## src/rcp_pkg.sv

```systemverilog
package rcp_pkg;

	typedef enum logic [1:0] {
		RCP_MODE_CELL  = 2'b00,
		RCP_MODE_PKT   = 2'b01,
		RCP_MODE_CLEAR = 2'b10,
		RCP_MODE_HDLC  = 2'b11
	} rcp_mode_e;

	localparam int unsigned RCP_ADDR_W    = 13;
	localparam int unsigned RCP_IDX_W     = 11;
	localparam int unsigned RCP_DATA_W    = 16;
	localparam int unsigned RCP_SEL_W     = 5;
	localparam int unsigned RCP_REG_W     = 8;

	// Register indices; byte address is four times the index
	localparam logic [RCP_IDX_W-1:0] RCP_IDX_PKT_CTRL0   = 11'h502;
	localparam logic [RCP_IDX_W-1:0] RCP_IDX_CELL_ADDR   = 11'h513;
	localparam logic [RCP_IDX_W-1:0] RCP_IDX_CELL_NUM    = 11'h517;
	localparam logic [RCP_IDX_W-1:0] RCP_IDX_MODE        = 11'h520;
	localparam logic [RCP_IDX_W-1:0] RCP_IDX_CHUNK_LEN   = 11'h521;
	localparam logic [RCP_IDX_W-1:0] RCP_IDX_STATUS      = 11'h522;

	// Reset values
	localparam logic [RCP_REG_W-1:0] RCP_RST_PKT_CTRL0   = 8'h00;
	localparam logic [RCP_REG_W-1:0] RCP_RST_CELL_ADDR   = 8'h00;
	localparam logic [RCP_REG_W-1:0] RCP_RST_CELL_NUM    = 8'h00;
	localparam logic [RCP_REG_W-1:0] RCP_RST_MODE        = 8'h00;
	localparam logic [RCP_REG_W-1:0] RCP_RST_CHUNK_LEN   = 8'h08;

	// Field positions
	localparam int unsigned RCP_CTRL0_CHUNK_BIT = 5;
	localparam int unsigned RCP_CTRL0_WIDE_BIT  = 6;
	localparam int unsigned RCP_ST_MATCH_BIT    = 0;
	localparam int unsigned RCP_ST_AVAIL_BIT    = 1;
	localparam int unsigned RCP_ST_OE_BIT       = 2;
	localparam int unsigned RCP_ST_ERR_BIT      = 3;
	localparam int unsigned RCP_ST_MODE_LSB     = 4;

	localparam int unsigned RCP_SYNC_STAGES = 2;

endpackage

```

## src/rcp_rx_port.sv

```systemverilog
`timescale 1ns/1ps
// Summary of operation
// - Negated output enable leaves the data bus undriven in cell and packet mode.
// - Output enable sampled low pops the queue head onto the bus at that link edge.
// - Cell mode marks the first word of each cell on the start pin.
// - Packet mode marks the first word of each packet on the start pin.
// - Chunk mode pulses the start pin only with each chunk's first word.
// - Chunk mode shows packet starts on the separate frame start output.
// - Odd parity of each driven word, or of its low byte when the wide bit is clear, appears with that word.
// - Parity stays low in clear-channel and HDLC modes.
// - Packet mode raises end while a packet's last word is driven.
// - Packet mode valid is high only when bus and flags carry real data.
// - Cell mode samples the port select bus each link edge and compares.
// - Cell available is driven only on address match with enable, else undriven.
// - Packet available is driven only on address match with enable, else undriven.
// - The 16-bit bus carries cell data or packet data by mode.
// - Cell available is high while the queue holds a whole cell.
// - Availability is driven from the link cycle after a matching address.
// - Packet mode error pulses with the last word of a bad packet.
// - Modulus is low for two valid bytes, high for upper byte only.
module rcp_rx_port
	import rcp_pkg::*;
(
	input  wire logic                             CORE_CLK_IN,
	input  wire logic                             RST_IN,
	input  wire logic [rcp_pkg::RCP_ADDR_W-1:0]   AV_ADDRESS_IN,
	input  wire logic                             AV_READ_IN,
	input  wire logic                             AV_WRITE_IN,
	input  wire logic [31:0]                      AV_WRITEDATA_IN,
	input  wire logic [3:0]                       AV_BYTEENABLE_IN,
	output logic      [31:0]                      AV_READDATA_OUT,
	output logic                                  AV_WAITREQUEST_OUT,
	input  wire logic                             RX_IF_CLOCK_IN,
	input  wire logic                             RX_OUT_ENABLE_N_IN,
	input  wire logic                             RX_ENABLE_N_ALT_IN,
	input  wire logic [rcp_pkg::RCP_SEL_W-1:0]    RX_PORT_SEL_IN,
	output logic      [rcp_pkg::RCP_DATA_W-1:0]   RX_BUS_OUT,
	output logic                                  RX_BUS_OE_OUT,
	output logic                                  RX_START_OUT,
	output logic                                  RX_FRAME_START_OUT,
	output logic                                  RX_PARITY_OUT,
	output logic                                  RX_PKT_END_OUT,
	output logic                                  RX_PKT_VALID_OUT,
	output logic                                  RX_PKT_ERROR_OUT,
	output logic                                  RX_PKT_MODULUS_OUT,
	output logic                                  RX_AVAILABLE_OUT,
	output logic                                  RX_AVAILABLE_OE_OUT,
	input  wire logic [rcp_pkg::RCP_DATA_W-1:0]   QUEUE_DATA_IN,
	input  wire logic                             QUEUE_VALID_IN,
	input  wire logic                             QUEUE_SOP_IN,
	input  wire logic                             QUEUE_EOP_IN,
	input  wire logic                             QUEUE_ERR_IN,
	input  wire logic                             QUEUE_MOD_IN,
	input  wire logic                             QUEUE_CELL_READY_IN,
	input  wire logic                             QUEUE_PKT_READY_IN,
	output logic                                  QUEUE_POP_OUT
);
	import rcp_pkg::*;

	typedef struct packed {
		logic                  ack;
		logic                  wait_req;
		logic [31:0]           rdata;
		logic [RCP_REG_W-1:0]  pkt_ctrl0;
		logic [RCP_REG_W-1:0]  cell_addr;
		logic [RCP_REG_W-1:0]  cell_num;
		logic [RCP_REG_W-1:0]  mode_cfg;
		logic [RCP_REG_W-1:0]  chunk_len;
		logic                  clk_prev;
		logic                  match;
		logic [RCP_DATA_W-1:0] bus;
		logic                  bus_oe;
		logic                  start;
		logic                  frame_start;
		logic                  parity;
		logic                  pkt_end;
		logic                  pkt_valid;
		logic                  pkt_err;
		logic                  pkt_mod;
		logic                  avail;
		logic                  avail_oe;
		logic                  pop;
		logic [RCP_REG_W-1:0]  chunk_cnt;
		logic                  err_seen;
	} rcp_state_s;

	rcp_state_s st_q;
	rcp_state_s st_d;

	logic                 clk_s;
	logic                 oe_n_s;
	logic                 enb_n_s;
	logic [RCP_SEL_W-1:0] sel_s;

	// Every port pin crosses two flops before use
	rcp_sync #(
		.WIDTH (3 + RCP_SEL_W)
	) u_sync (
		.clk_in   (CORE_CLK_IN),
		.rst_in   (RST_IN),
		.async_in ({RX_IF_CLOCK_IN, RX_OUT_ENABLE_N_IN, RX_ENABLE_N_ALT_IN, RX_PORT_SEL_IN}),
		.sync_out ({clk_s, oe_n_s, enb_n_s, sel_s})
	);

	// Word-aligned index, or all ones for a misaligned address
	function automatic logic [RCP_IDX_W-1:0] reg_index(input logic [RCP_ADDR_W-1:0] addr);
		if (addr[1:0] != 2'h0) begin
			return '1;
		end else begin
			return addr[RCP_ADDR_W-1:2];
		end
	endfunction

	function automatic logic odd_parity(input logic [RCP_DATA_W-1:0] word, input logic wide);
		if (wide) begin
			return ~(^word);
		end else begin
			return ~(^word[7:0]);
		end
	endfunction

	logic                 link_edge;
	logic                 port_mode;
	logic                 pkt_mode;
	logic                 chunk_mode;
	logic                 wide;
	logic [RCP_IDX_W-1:0] idx;
	logic [RCP_SEL_W-1:0] my_addr;
	logic                 fill_ok;
	logic                 take;
	logic [31:0]          status;

	always_comb begin
		st_d       = st_q;
		link_edge  = clk_s & ~st_q.clk_prev;
		port_mode  = (st_q.mode_cfg[1:0] == RCP_MODE_CELL) ||
		             (st_q.mode_cfg[1:0] == RCP_MODE_PKT);
		pkt_mode   = st_q.mode_cfg[1:0] == RCP_MODE_PKT;
		chunk_mode = pkt_mode & st_q.pkt_ctrl0[RCP_CTRL0_CHUNK_BIT];
		wide       = st_q.pkt_ctrl0[RCP_CTRL0_WIDE_BIT];
		idx        = reg_index(AV_ADDRESS_IN);
		take       = link_edge & port_mode & ~oe_n_s & QUEUE_VALID_IN;
		status     = '0;
		status[RCP_ST_MATCH_BIT]                 = st_q.match;
		status[RCP_ST_AVAIL_BIT]                 = st_q.avail;
		status[RCP_ST_OE_BIT]                    = st_q.bus_oe;
		status[RCP_ST_ERR_BIT]                   = st_q.err_seen;
		status[RCP_ST_MODE_LSB+1:RCP_ST_MODE_LSB] = st_q.mode_cfg[1:0];

		if (pkt_mode) begin
			my_addr = st_q.pkt_ctrl0[RCP_SEL_W-1:0];
		end else begin
			my_addr = st_q.cell_addr[RCP_SEL_W-1:0];
		end
		fill_ok = pkt_mode ? QUEUE_PKT_READY_IN : QUEUE_CELL_READY_IN;

		// Bus slave: waitrequest drops one cycle after a request is seen
		st_d.ack      = (AV_READ_IN | AV_WRITE_IN) & ~st_q.ack;
		st_d.wait_req = ~st_d.ack;
		if (AV_READ_IN && !st_q.ack) begin
			if (idx == RCP_IDX_PKT_CTRL0) begin
				st_d.rdata = {24'h000000, st_q.pkt_ctrl0};
			end else if (idx == RCP_IDX_CELL_ADDR) begin
				st_d.rdata = {24'h000000, st_q.cell_addr};
			end else if (idx == RCP_IDX_CELL_NUM) begin
				st_d.rdata = {24'h000000, st_q.cell_num};
			end else if (idx == RCP_IDX_MODE) begin
				st_d.rdata = {24'h000000, st_q.mode_cfg};
			end else if (idx == RCP_IDX_CHUNK_LEN) begin
				st_d.rdata = {24'h000000, st_q.chunk_len};
			end else if (idx == RCP_IDX_STATUS) begin
				st_d.rdata = status;
			end else begin
				st_d.rdata = 32'h00000000;
			end
		end
		if (AV_WRITE_IN && st_q.ack && AV_BYTEENABLE_IN[0]) begin
			if (idx == RCP_IDX_PKT_CTRL0) begin
				st_d.pkt_ctrl0 = AV_WRITEDATA_IN[7:0];
			end else if (idx == RCP_IDX_CELL_ADDR) begin
				st_d.cell_addr = AV_WRITEDATA_IN[7:0];
			end else if (idx == RCP_IDX_CELL_NUM) begin
				st_d.cell_num = AV_WRITEDATA_IN[7:0];
			end else if (idx == RCP_IDX_MODE) begin
				st_d.mode_cfg = AV_WRITEDATA_IN[7:0];
			end else if (idx == RCP_IDX_CHUNK_LEN) begin
				st_d.chunk_len = AV_WRITEDATA_IN[7:0];
			end else if (idx == RCP_IDX_STATUS) begin
				// Writing status clears the sticky error seen bit
				st_d.err_seen = 1'b0;
			end
		end

		st_d.clk_prev = clk_s;
		st_d.pop      = 1'b0;

		// All link-side pins change only on a detected link rising edge
		if (link_edge) begin
			if (!port_mode) begin
				// Port idle in clear-channel and HDLC modes
				st_d.bus_oe      = 1'b0;
				st_d.avail_oe    = 1'b0;
				st_d.match       = 1'b0;
				st_d.start       = 1'b0;
				st_d.frame_start = 1'b0;
				st_d.parity      = 1'b0;
				st_d.pkt_end     = 1'b0;
				st_d.pkt_valid   = 1'b0;
				st_d.pkt_err     = 1'b0;
				st_d.pkt_mod     = 1'b0;
			end else begin
				st_d.bus_oe = ~oe_n_s;
				// Select bus compared each edge, single-PHY ties it low
				st_d.match = (sel_s == my_addr) & ~enb_n_s;
				// Driven in the same cycle as the match is registered, else released
				st_d.avail_oe = st_d.match;
				st_d.avail    = st_d.match & fill_ok;
				if (take) begin
					// Head word popped and driven now
					st_d.pop    = 1'b1;
					st_d.bus    = QUEUE_DATA_IN;
					st_d.parity = odd_parity(QUEUE_DATA_IN, wide);
					if (chunk_mode) begin
						// Chunk start on shared pin, packet start on frame pin
						st_d.start       = QUEUE_SOP_IN || (st_q.chunk_cnt == 8'h00);
						st_d.frame_start = QUEUE_SOP_IN;
						if (QUEUE_SOP_IN || QUEUE_EOP_IN ||
						    st_q.chunk_cnt + 8'h01 >= st_q.chunk_len) begin
							st_d.chunk_cnt = QUEUE_SOP_IN && !QUEUE_EOP_IN ? 8'h01 : 8'h00;
						end else begin
							st_d.chunk_cnt = st_q.chunk_cnt + 8'h01;
						end
					end else begin
						st_d.start       = QUEUE_SOP_IN;
						st_d.frame_start = 1'b0;
					end
					if (pkt_mode) begin
						st_d.pkt_end   = QUEUE_EOP_IN;
						st_d.pkt_err   = QUEUE_EOP_IN & QUEUE_ERR_IN;
						st_d.pkt_mod   = QUEUE_EOP_IN & QUEUE_MOD_IN & wide;
						st_d.pkt_valid = 1'b1;
						if (QUEUE_EOP_IN && QUEUE_ERR_IN) begin
							st_d.err_seen = 1'b1;
						end
					end else begin
						st_d.pkt_end   = 1'b0;
						st_d.pkt_err   = 1'b0;
						st_d.pkt_mod   = 1'b0;
						st_d.pkt_valid = 1'b0;
					end
				end else begin
					// No word this edge: flags drop, bus holds last word
					st_d.start       = 1'b0;
					st_d.frame_start = 1'b0;
					st_d.pkt_end     = 1'b0;
					st_d.pkt_err     = 1'b0;
					st_d.pkt_mod     = 1'b0;
					st_d.pkt_valid   = 1'b0;
				end
			end
		end
	end

	always_ff @(posedge CORE_CLK_IN or posedge RST_IN) begin
		if (RST_IN) begin
			st_q           <= '0;
			st_q.wait_req  <= 1'b1;
			st_q.pkt_ctrl0 <= RCP_RST_PKT_CTRL0;
			st_q.cell_addr <= RCP_RST_CELL_ADDR;
			st_q.cell_num  <= RCP_RST_CELL_NUM;
			st_q.mode_cfg  <= RCP_RST_MODE;
			st_q.chunk_len <= RCP_RST_CHUNK_LEN;
		end else begin
			st_q <= st_d;
		end
	end

	assign AV_READDATA_OUT     = st_q.rdata;
	assign AV_WAITREQUEST_OUT  = st_q.wait_req;
	assign RX_BUS_OUT          = st_q.bus;
	assign RX_BUS_OE_OUT       = st_q.bus_oe;
	assign RX_START_OUT        = st_q.start;
	assign RX_FRAME_START_OUT  = st_q.frame_start;
	assign RX_PARITY_OUT       = st_q.parity;
	assign RX_PKT_END_OUT      = st_q.pkt_end;
	assign RX_PKT_VALID_OUT    = st_q.pkt_valid;
	assign RX_PKT_ERROR_OUT    = st_q.pkt_err;
	assign RX_PKT_MODULUS_OUT  = st_q.pkt_mod;
	assign RX_AVAILABLE_OUT    = st_q.avail;
	assign RX_AVAILABLE_OE_OUT = st_q.avail_oe;
	assign QUEUE_POP_OUT       = st_q.pop;
endmodule

```

## src/rcp_sync.sv

```systemverilog
`timescale 1ns/1ps
module rcp_sync #(
	parameter int unsigned WIDTH = 1
) (
	input  wire logic             clk_in,
	input  wire logic             rst_in,
	input  wire logic [WIDTH-1:0] async_in,
	output logic      [WIDTH-1:0] sync_out
);
	logic [WIDTH-1:0] meta_q;
	logic [WIDTH-1:0] stable_q;

	// First stage is read only by the second stage
	always_ff @(posedge clk_in or posedge rst_in) begin
		if (rst_in) begin
			meta_q   <= '0;
			stable_q <= '0;
		end else begin
			meta_q   <= async_in;
			stable_q <= meta_q;
		end
	end

	assign sync_out = stable_q;
endmodule

```

## config.mk

```make
export PLATFORM = sky130hd
export DESIGN_NAME = rcp_rx_port
export DESIGN_NICKNAME = d
export VERILOG_FILES = /design/src/rcp_pkg.sv /design/src/rcp_rx_port.sv /design/src/rcp_sync.sv
export SDC_FILE = /design/constraint.sdc
export NUM_CORES = 1
export LEC_CHECK = 0
export ABC_AREA = 1
export BUFFER_PORTS_ARGS = -buffer_cell sky130_fd_sc_hd__buf_2
export CORE_MARGIN = 2
export CORE_UTILIZATION = 45
export CTS_BUF_LIST = sky130_fd_sc_hd__clkbuf_2 sky130_fd_sc_hd__clkbuf_4 sky130_fd_sc_hd__clkbuf_8
export DETAILED_ROUTE_END_ITERATION = 8
export GPL_TIMING_DRIVEN = 0
export PLACE_DENSITY_LB_ADDON = 0.25
export SETUP_SLACK_MARGIN = 0.4
export SLEW_MARGIN = 20
export SYNTH_ARGS = -nofsm -noshare
export SYNTH_HDL_FRONTEND = slang
export SYNTH_HIERARCHICAL = 1
export SYNTH_SLANG_ARGS = --single-unit
```

## constraint.sdc

```tcl
create_clock -name CORE_CLK_IN -period 2.6 [get_ports CORE_CLK_IN]
set_clock_uncertainty 0.1 [all_clocks]
set_input_delay 0.52 -clock CORE_CLK_IN [delete_from_list [all_inputs] [get_ports CORE_CLK_IN]]
set_output_delay 0.52 -clock CORE_CLK_IN [all_outputs]
set_load 0.01 [all_outputs]
```

Word level (Yosys, flattened, before mapping)
Cells that the tools add are included.
{ "totals": {"output_inout_bits": 60, "regBits": 127} }
{ "classes": {"muxes": 32, "bitwise_logic": 23, "magnitude_cmp": 1, "n_eq_ne": 9, "reduce_logical": 25, "add_sub_neg": 1} }
{ "op_table": {"columns": ["cell", "count"], "rows": [
  ["== test 11 bit, second input constant", 6],
  ["two-way mux 8 bit", 8],
  ["two-way mux 10 bit", 3],
  ["XOR reduction 16 bit", 1],
  ["two-way mux 1 bit", 14],
  ["AND 1 bit", 11],
  ["two-way mux 11 bit", 1],
  ["NOT 1 bit", 11],
  ["adder 8 x 1 -> 8 bit, second input constant", 1],
  ["greater-or-equal comparator 8 bit", 1],
  ["logical NOT 8 bit", 1],
  ["two-way mux 4 bit", 2],
  ["AND reduction 4 bit", 2],
  ["XOR reduction 8 bit", 1],
  ["two-way mux 6 bit", 1],
  ["AND reduction 2 bit", 3],
  ["AND reduction 3 bit", 2],
  ["AND reduction 6 bit", 1],
  ["== test 5 bit", 1],
  ["logical AND 1 bit", 5],
  ["two-way mux 5 bit", 1],
  ["AND reduction 5 bit", 1],
  ["logical OR 1 bit", 4],
  ["two-way mux 2 bit", 2],
  ["other kinds (6)", 7]
]} }

Depth between registers and ports, before layout
Gate-level depths: netlist (run 1).
{ "logic_depth": {"ltp_word": 15, "mapped_depth": 13, "depth_no_buf": 13} }

By module
The synthesis (run 1) kept the hierarchy.
{ "by_module_without_submodules": {"columns": ["module", "seq_area_each_um2", "area_per_inst_um2", "cells_each", "instances"], "rows": [
  ["rcp_rx_port", 2179.6, 5223.8, 693, 1],
  ["rcp_sync", 400.4, 404.1, 17, 1]
]} }

Least setup slack after synthesis (run 1)
Ideal clock, no wire load.
{ "synth_path": {"path_kind": "flip-flop to flip-flop", "startpoint": "reg st_q[3] (netlist bit)", "endpoint": "reg st_q[2] (netlist bit)", "slack_ps": 568, "t_required_ps": 2417, "setup_time_ps": 83, "period_less_slack_ps": 2032, "path_stages_with_launch": 13, "t_arrival_ps": 1850, "n_path_buf": 0, "path_cell_list": "dfrtp_1 > nand3_1 > nor2_1 > nand4_1 > xor2_1 > inv_1 > ha_1 > a21oi_1 > o21a_1 > nand3_1 > nor2_2 > nand2_1 > o21ai_0"} }
{ "synth_via": {"elab_chain_len": 4} }
{ "synth_lines": {"columns": ["element", "line_no", "rtl"], "rows": [
  ["from (decl)", "rcp_rx_port.sv:87", "rcp_state_s st_q;"],
  ["from (signal assigned)", "rcp_rx_port.sv:274", "st_q <= st_d;"],
  ["adder 8 x 1 -> 8 bit", "rcp_rx_port.sv:228", "st_q.chunk_cnt + 8'h01 >= st_q.chunk_len) begin"],
  ["greater-or-equal comparator 8 bit", "rcp_rx_port.sv:228", null],
  ["logical OR 1 bit", "rcp_rx_port.sv:227", "if (QUEUE_SOP_IN || QUEUE_EOP_IN ||"],
  ["two-way mux 8 bit", "rcp_rx_port.sv:227", null]
]} }
Every way passes these cells.
A chain may end at the register's enable or synchronous reset.

Worst setup path in the final report (run 1)
{ "layout_path": {"startpoint": "reg st_q[1] (netlist bit)", "endpoint": "reg st_q[4] (netlist bit)"} }
{ "layout_via": {"elab_chain_len": 4} }
{ "layout_lines": {"columns": ["element", "line_no"], "rows": [
  ["adder 8 x 1 -> 8 bit (*)", "rcp_rx_port.sv:228, rcp_rx_port.sv:231"],
  ["greater-or-equal comparator 8 bit", "rcp_rx_port.sv:228"],
  ["logical OR 1 bit", "rcp_rx_port.sv:227"],
  ["two-way mux 8 bit (*)", "rcp_rx_port.sv:227"]
]} }
Mark *: on every way between the ends. The rest lies on a longest branch, timed or not.

==> out/results.ini, run 1 <==
[outcome]
outcome = completed

[setup_path]
startpoint_type = flip-flop
timing.setup.critical_path_class = reg -> reg
worst_setup_path_end_kind = flip-flop
cp_data_required_time_ps = 2750
timing.critical_path.slowest_cell_delay_ps = 420
crit_path_dat_ps = 2470
cp_max_fo = 7
critical_path.cell_chain = ha_2 > nand3_2 > buf_4 > xor2_1 > inv_1 > ha_1 > nand2_1 > nor2_2 > nand4_1 > nand3_2 > nor2_4 > nand2_1 > o21ai_0
crit_slowest_cell = sky130_fd_sc_hd__dfrtp_1

[timing]
tightest_slew_ps = 559
timing.slew.headroom_pct = 62.7
setup_viol = 0
final_period_minus_worst_setup_slack_ps = 2320
final_max_slew_viol_count = 0
final.setup.worst_slack_ps = 278
hold_viol_final = 0
clock.fmax_ghz = 0.431
layout_worst_path_cycle_share_pct = 89.3
hold-worst-slack_ps = 29.1
rsz0062_at_grt = yes
final_total_negative_setup_slack_ps = 0

[yosys]
synth_area_leaders = sky130_fd_sc_hd__dfrtp_1 (45%), sky130_fd_sc_hd__nand2_1 (13%), sky130_fd_sc_hd__buf_4 (6.7%)
synth_warnings = 6
synth_top_cell_by_area = sky130_fd_sc_hd__dfrtp_1
synth_top_area_share_pct = 44.9
yosysSeqAreaShare_pct = 45.8
synth_area_per_cell_um2 = 7.93
post_synthesis_cells = 710
yosys.cell_types.count = 33
ys_ff_latch = 103
netlist_area_um2 = 5630

[final_layout]
final_cells = 1022
insertedDiodeCount = 0
nNetsFinal = 943
drive_gt1_share_pct = 26.0
layout.cells.most_common = sky130_fd_sc_hd__nand2_1
layout.filler_cells = 1181
most-common-layout-cells = sky130_fd_sc_hd__nand2_1 (194), sky130_fd_sc_hd__dfrtp_1 (101), sky130_fd_sc_hd__buf_2 (100)
syn2layout_area_growth_pct = 21.6

[clocking]
tritoncts_clock_tree = built
clkLatencyLatePin_ps = 390
cts-root-to-sink-buffers = 2
cts_root_buf = sky130_fd_sc_hd__clkbuf_8
clock_sinks = 103
path_clk_slew_ps = 100
cts.htree.levels = 3
tritoncts.num_buffers = 9

[flow_run]
maxCapViolCount = 0

[place]
hpwlAfterDp_um = 9980
place_ws_ps = 213
io_buffer_count = 92
dpl.cell_count = 996
gp_congestion = 0.882

[global_routing]
grt_pass1_vias = 4418
global_route_wire_length_before_repair_um = 21400
grt-ovfl-total = 0
antenna_found_initial = 0
grtUsageTotal_pct = 20.5
grt_start_max_net_pins = 28

[route]
dr_total_vias = 4853
first_pass_iters = 5
routedWlPerCell_um = 12.9
drt_first_iter_violations = 279
ant_nets = 0
drc = 0
vias_per_cell = 4.75
route.final.wire_length_um = 13200

[power]
total_power_consumption_of_the_routed_design_mw = 3.31
intPower_mw = 2.36
combinationalPowerShare_pct = 17.4
power.clock.fraction_pct = 29.8
power.ir.vdd_worst_v = 0.000372
switching_power_uw = 946
power.leakage_nw = 3.73
power.density_cell_area_nw_per_um2 = 484
power_frac_seq_pct = 52.8
switching_share_pct = 28.6

[worst_hold_path]
min-delay-path-class = in -> async

[die]
floorplan.io_pins = 144
die_width_um = 116
chipHeight_um = 116
dieArea_um2 = 13400
initial_core_util_pct = 46.5
core_um2 = 12100
row_count = 40

what timing repair did:
action,in CTS,in global routing
setup buffers,8,2
hold buffers,0,0
gates resized for setup,12,12
pin swaps,16,16
endpoints found under the setup margin,8,9
power by group through the flow:
stage          clock network, mW  registers, mW  logic [mW]
2_1_floorplan                  0           1.77       0.379
3_3_place_gp                   0           1.78       0.566
3_5_place_dp                   0           1.78       0.586
4_1_cts                     1.01           1.75       0.588
5_1_grt                     1.08           1.76       0.652
6_report                   0.986           1.75       0.577
critical path, delay by kind of cell (launching register included):
kind / cells / cell delay, ps
AND/OR/NAND/NOR: 7 / 750
flip-flops: 1 / 420
XOR/XNOR: 1 / 120
adder cells (fa/ha/maj): 2 / 480
buffers and inverters: 2 / 220
AO/OA/AOI/OAI: 1 / 100
stage by stage:
stage	utilization, %	area [µm²]
after detailed placement	53.3	6460
after global placement	52.7	6390
final	56.5	6840
after floorplan	-	5720
after CTS	55.8	6760
after global routing	56.5	6840
state kept, by name, summed over array words and instances, names as in the netlist:
name                 cells
AV_READDATA_OUT          8
AV_WAITREQUEST_OUT       1
QUEUE_POP_OUT            1
RX_AVAILABLE_OE_OUT      1
RX_AVAILABLE_OUT         1
RX_BUS_OE_OUT            1
RX_BUS_OUT              16
RX_FRAME_START_OUT       1
RX_PARITY_OUT            1
RX_PKT_END_OUT           1
RX_PKT_ERROR_OUT         1
RX_PKT_MODULUS_OUT       1
RX_PKT_VALID_OUT         1
RX_START_OUT             1
st_q                    51
u_sync/meta_q            8
u_sync/sync_out          8
final cells by class:
cell class | instances | area, µm² | share of cell area, %
inverter | 81 | 308 | 4.50
timing repair buffer | 105 | 603 | 8.81
multi-input combinational | 486 | 2520 | 36.8
buffer | 63 | 434 | 6.34
sequential | 103 | 2580 | 37.7
clock inverter | 6 | 50.0 | 0.731
clock buffer | 10 | 138 | 2.01
tap | 168 | 210 | 3.07
synth_stat cells (all sizes together):
library cell	instances
nand3	42
nor4	1
nand3b	2
ha	10
dfstp	2
clkbuf	5
nor2	70
nor3	3
nand2	198
conb	1
or2	1
inv	81
xor2	13
o21ai	70
xnor2	6
buf	58
dfrtp	101
o211ai	2
a21oi	11
mux2i	1
nand4	31
o21a	1
logic make-up (layout without fill, tap and decap cells):
group / count (synthesis) / count (layout) / synth area share [%]
and+or+nand+nor: 348 / 348 / 28.0
DFF: 103 / 103 / 45.8
adders and majority gates: 10 / 10 / 2.22
other: 1 / 24 / 0.0666
muxes: 1 / 1 / 0.178
AOI/OAI and AO/OA: 84 / 84 / 7.60
xor gates and xnor gates: 19 / 19 / 2.96
buffers and inverters: 144 / 265 / 13.1
layer usage:
metal,vias up,track usage [%],share of wire (%)
met4,0,8.81,2.9
met5,-,0,0
met2,139,32.2,47
met1,2212,28.2,46
li1,2473,-,-
met3,29,3.19,4.2
path summary, 6_finish.rpt:
path	startpoint	endpoint	slack, ps	cells past startpoint
worst max-delay path	st_q[1]	st_q[4]	280	13
worst min-delay path	RST_IN	st_q[37]	30	2
worst max register to register	st_q[1]	st_q[4]	280	13
worst min register to register	u_sync/meta_q[0]	u_sync/sync_out[0]	250	0
max in group asynchronous	RST_IN	st_q[41]	1680	4
min in group CORE_CLK_IN	RX_PORT_SEL_IN[2]	u_sync/meta_q[2]	130	1
(Power assumes the default switching activity.)
==> inputs of run 2 (changes only) <==
--- a/config.mk
+++ b/config.mk
@@ -5,7 +5,6 @@
 export SDC_FILE = /design/constraint.sdc
 export NUM_CORES = 1
 export LEC_CHECK = 0
-export ABC_AREA = 1
 export BUFFER_PORTS_ARGS = -buffer_cell sky130_fd_sc_hd__buf_2
 export CORE_MARGIN = 2
 export CORE_UTILIZATION = 45
==> run 2 against run 1 <==
Global-route usage down 0.91 points; first-iteration DRC count down 23%; critical path type unchanged; die area down 8.7%; synthesized cell count down 31%; maximum frequency down 1.8%; largest power group unchanged; critical endpoint is now st_q[8]; sequential cell count unchanged.
==> out/results.ini, run 2 <==
[worst_hold_path]
min-delay-path-class = in -> async

[route]
routedWlPerCell_um = 15.0  ; +16%
wl_met3_um = 651  ; +17%
drc = 0  ; unchanged
dr_total_vias = 3869  ; -20%
drt_first_iter_violations = 214  ; -23%
first_pass_iters = 4  ; -1
route.final.wire_length_um = 11700  ; -11%
route.met2.wl_um = 5890  ; -5.2%
ant_nets = 0  ; unchanged
top_signal_layer_used = met5
vias_per_cell = 4.95  ; +4.2%
met1Wirelength_um = 4930  ; -18%

[global_routing]
grt-ovfl-total = 0  ; unchanged
grt_pass1_vias = 3958  ; -10%
global_route_wire_length_before_repair_um = 19400  ; -9.6%
antenna_found_initial = 1  ; +1
grtUsageTotal_pct = 19.5  ; -0.91 points
grt_start_max_net_pins = 34  ; +21%

[yosys]
synth_area_leaders = sky130_fd_sc_hd__dfrtp_1 (49%), sky130_fd_sc_hd__mux2_2 (9.2%), sky130_fd_sc_hd__buf_4 (7.0%)
postSynth.topFlopCell = sky130_fd_sc_hd__dfrtp_1
synth_area_per_cell_um2 = 10.5  ; +33%
synth-edff-count = 0  ; unchanged
muxShareOfSynthArea_pct = 12.8  ; +13 points
netlist_area_um2 = 5120  ; -9.0%
yosysSeqAreaShare_pct = 50.4  ; +4.6 points
synth_fa_ha_area_share_pct = 2.44  ; +0.22 points
synth_warnings = 6  ; unchanged
synth_top_cell_by_area = sky130_fd_sc_hd__dfrtp_1
yosys.area_share.xor_xnor_pct = 4.11  ; +1.1 points
postSynth.asyncResetShare_pct = 100  ; unchanged
synth_most_common_cell = sky130_fd_sc_hd__dfrtp_1
ys_ff_latch = 103  ; unchanged
post_synth_and_or_nand_nor_area_fraction_pct = 13.4  ; -15 points
post_synthesis_cells = 487  ; -31%
yosys.cell_types.count = 47  ; +42%
fraction_of_the_mapped_netlist_area_in_compound_gates_pct = 7.41  ; -0.20 points
synth_top_area_share_pct = 49.4  ; +4.5 points
synth_cell_count_leaders = sky130_fd_sc_hd__dfrtp_1 (101), sky130_fd_sc_hd__nand2_1 (83), sky130_fd_sc_hd__buf_4 (48)
synth_top_family_by_area = simple AND/OR/NAND/NOR gates

[setup_path]
cp_data_required_time_ps = 2810  ; +60 ps
crit_slowest_cell = sky130_fd_sc_hd__dfrtp_2
timing.critical_path.buf_inv = 1  ; -1
timing.critical_path.slowest_cell_delay_ps = 440  ; +20 ps
startpoint_type = flip-flop
timing.reg2reg.setup_slack_ps = 240  ; -40 ps
critical_path.cell_chain = ha_4 > nand3_4 > xnor2_2 > ha_1 > a21o_1 > a211oi_2 > o21ai_2 > a41oi_2 > buf_6 > a21oi_2 > o22ai_1
worstRegToRegCells = 11  ; -2
worst_setup_path_end_kind = flip-flop
r2r_end = st_q[8]
crit_path_start = st_q[1]
rr_startpoint = st_q[1]
cp_max_fo = 4  ; -3
crit_path_dat_ps = 2570  ; +100 ps
timing.setup.critical_path_class = reg -> reg
worst_path_dominant_cell_family = compound AO/OA/AOI/OAI gates
worst-path-stages = 11  ; -2
timing.critical_path.to = st_q[8]

[timing]
setup_viol = 0  ; unchanged
final_period_minus_worst_setup_slack_ps = 2360  ; +43.3 ps
hold-worst-slack_ps = 108  ; +78.7 ps
layout_worst_path_cycle_share_pct = 91.0  ; +1.7 points
final_max_slew_viol_count = 0  ; unchanged
final.setup.worst_slack_ps = 235  ; -43.3 ps
hold_viol_final = 0  ; unchanged
clock.fmax_ghz = 0.423  ; -1.8%
timing.slew.headroom_pct = 40.8  ; -22 points
tightest_slew_ps = 889  ; +330 ps
rsz0062_at_grt = yes

[outcome]
outcome = completed

[die]
chipHeight_um = 111  ; -4.5%
floorplan.io_pins = 144  ; unchanged
initial_core_util_pct = 46.6  ; +0.14 points
die_width_um = 111  ; -4.5%
row_count = 38  ; -5.0%
dieArea_um2 = 12200  ; -8.7%
core_um2 = 11000  ; -9.3%

[final_layout]
largest_register_ffs = 51  ; unchanged
syn2layout_area_growth_pct = 28.7
largest_register = st_q
multi_input_area_um2 = 2390  ; -5.0%
insertedDiodeCount = 0  ; unchanged
sequential_cell_area_um2 = 2580  ; +0.19%
drive_gt1_share_pct = 42.5  ; +17 points
final_cells = 782  ; -23%
nNetsFinal = 731  ; -22%
layout.cells.most_common = sky130_fd_sc_hd__dfrtp_1
post-route-cell-area_um2 = 6590  ; -3.7%
layout.filler_cells = 932  ; -21%
most-common-layout-cells = sky130_fd_sc_hd__dfrtp_1 (97), sky130_fd_sc_hd__buf_2 (90), sky130_fd_sc_hd__nand2_1 (80)

[place]
hpwlAfterDp_um = 8450  ; -15%
dpl.cell_count = 744  ; -25%
gp_congestion = 0.839  ; -4.9%
io_buffer_count = 92  ; unchanged
placement.cell_area_um2 = 5940  ; -7.9%
place_ws_ps = -482  ; -695 ps

[clocking]
tritoncts_clock_tree = built
clkLatencyLatePin_ps = 370  ; -20 ps
cts.htree.levels = 3  ; unchanged
tritoncts.num_buffers = 9  ; unchanged
clock_sinks = 103  ; unchanged
cts_root_buf = sky130_fd_sc_hd__clkbuf_8
path_clk_slew_ps = 110  ; about the same
cts-root-to-sink-buffers = 2  ; unchanged

[flow_run]
maxCapViolCount = 0  ; unchanged

[power]
power.leakage_nw = 3.32  ; -11%
total_power_consumption_of_the_routed_design_mw = 3.42  ; +3.2%
power.ir.vdd_worst_v = 0.000378  ; +1.6%
power.density_cell_area_nw_per_um2 = 518  ; +7.2%

-- run 2: cell types whose count changed after synthesis, sizes merged, moves of 12 or more --
cell / previous run / this run
xnor2: 6 / 18
nand2: 198 / 84
nand4: 31 / 4
mux2: 0 / 42
nand3: 42 / 11
nor2: 70 / 22
o21ai: 70 / 15
inv: 81 / 20
mux2i: 1 / 18
-- run 2: area by class of cell --
cell class | count | area share (%)
multi-input cells | 328 | 36.3
inverters | 20 | 1.20
flip-flops and latches | 103 | 39.2
clock inverters | 7 | 1.69
plain buffers | 59 | 6.36
repair buffers | 116 | 10.7
clock buffers | 9 | 1.88
well taps | 140 | 2.66
-- run 2: how the worst min path moves through the flow --
stage | from | endpoint | slack [ps] | depth (start not counted)
after floorplan | u_sync/meta_q[0] | u_sync/sync_out[0] | 230 | 0
after global placement | u_sync/meta_q[3] | u_sync/sync_out[3] | 230 | 0
after detailed placement | u_sync/meta_q[0] | u_sync/sync_out[0] | 230 | 0
after CTS | RST_IN | u_sync/meta_q[6] | 120 | 2
after global routing | RX_PORT_SEL_IN[4] | u_sync/meta_q[4] | 120 | 1
final | RST_IN | u_sync/meta_q[7] | 110 | 2
-- run 2: worst register-to-register path, cell delays in order (launching register included) --
cell                       delay [ps]
sky130_fd_sc_hd__dfrtp_2          440
sky130_fd_sc_hd__ha_4             170
sky130_fd_sc_hd__nand3_4           80
sky130_fd_sc_hd__xnor2_2          140
sky130_fd_sc_hd__ha_1             290
sky130_fd_sc_hd__a21o_1           170
sky130_fd_sc_hd__a211oi_2         200
sky130_fd_sc_hd__o21ai_2          100
sky130_fd_sc_hd__a41oi_2          240
sky130_fd_sc_hd__buf_6            170
sky130_fd_sc_hd__a21oi_2           50
sky130_fd_sc_hd__o22ai_1          150
-- run 2: cells by family (layout without fill, tap and decap cells) --
kind of cell	after synthesis	after routing
mux	60	60
simple gates	149	149
buf+inv	79	211
xor+xnor	24	24
other cells	1	24
compound gates	61	61
fa+ha+maj	10	10
flops	103	103
-- run 2: layer usage --
metal / global-route usage, % / vias up
met2: 33.9 / 103
met5: 0 / -
met4: 6.67 / 2
li1: - / 1878
met1: 24.2 / 1864
met3: 4.21 / 22
-- run 2: power breakdown --
part / internal (mW) / switching, mW / total [mW]
logic: 0.254 / 0.252 / 0.506
registers: 1.69 / 0.0448 / 1.73
clock network: 0.568 / 0.609 / 1.18
-- run 2: stage by stage --
stage / utilization [%] / TNS, ps
after floorplan: - / 0
after global placement: 53.7 / -6140
after detailed placement: 54.1 / -8230
after CTS: 59.1 / 0
after global routing: 60.0 / 0
final: 60.0 / 0
-- run 2: repair_timing --
item,in CTS,in global routing
pin swaps,15,9
endpoints found under the setup margin,42,55
hold buffers,0,0
buffers inserted,18,4
resized for setup,44,19
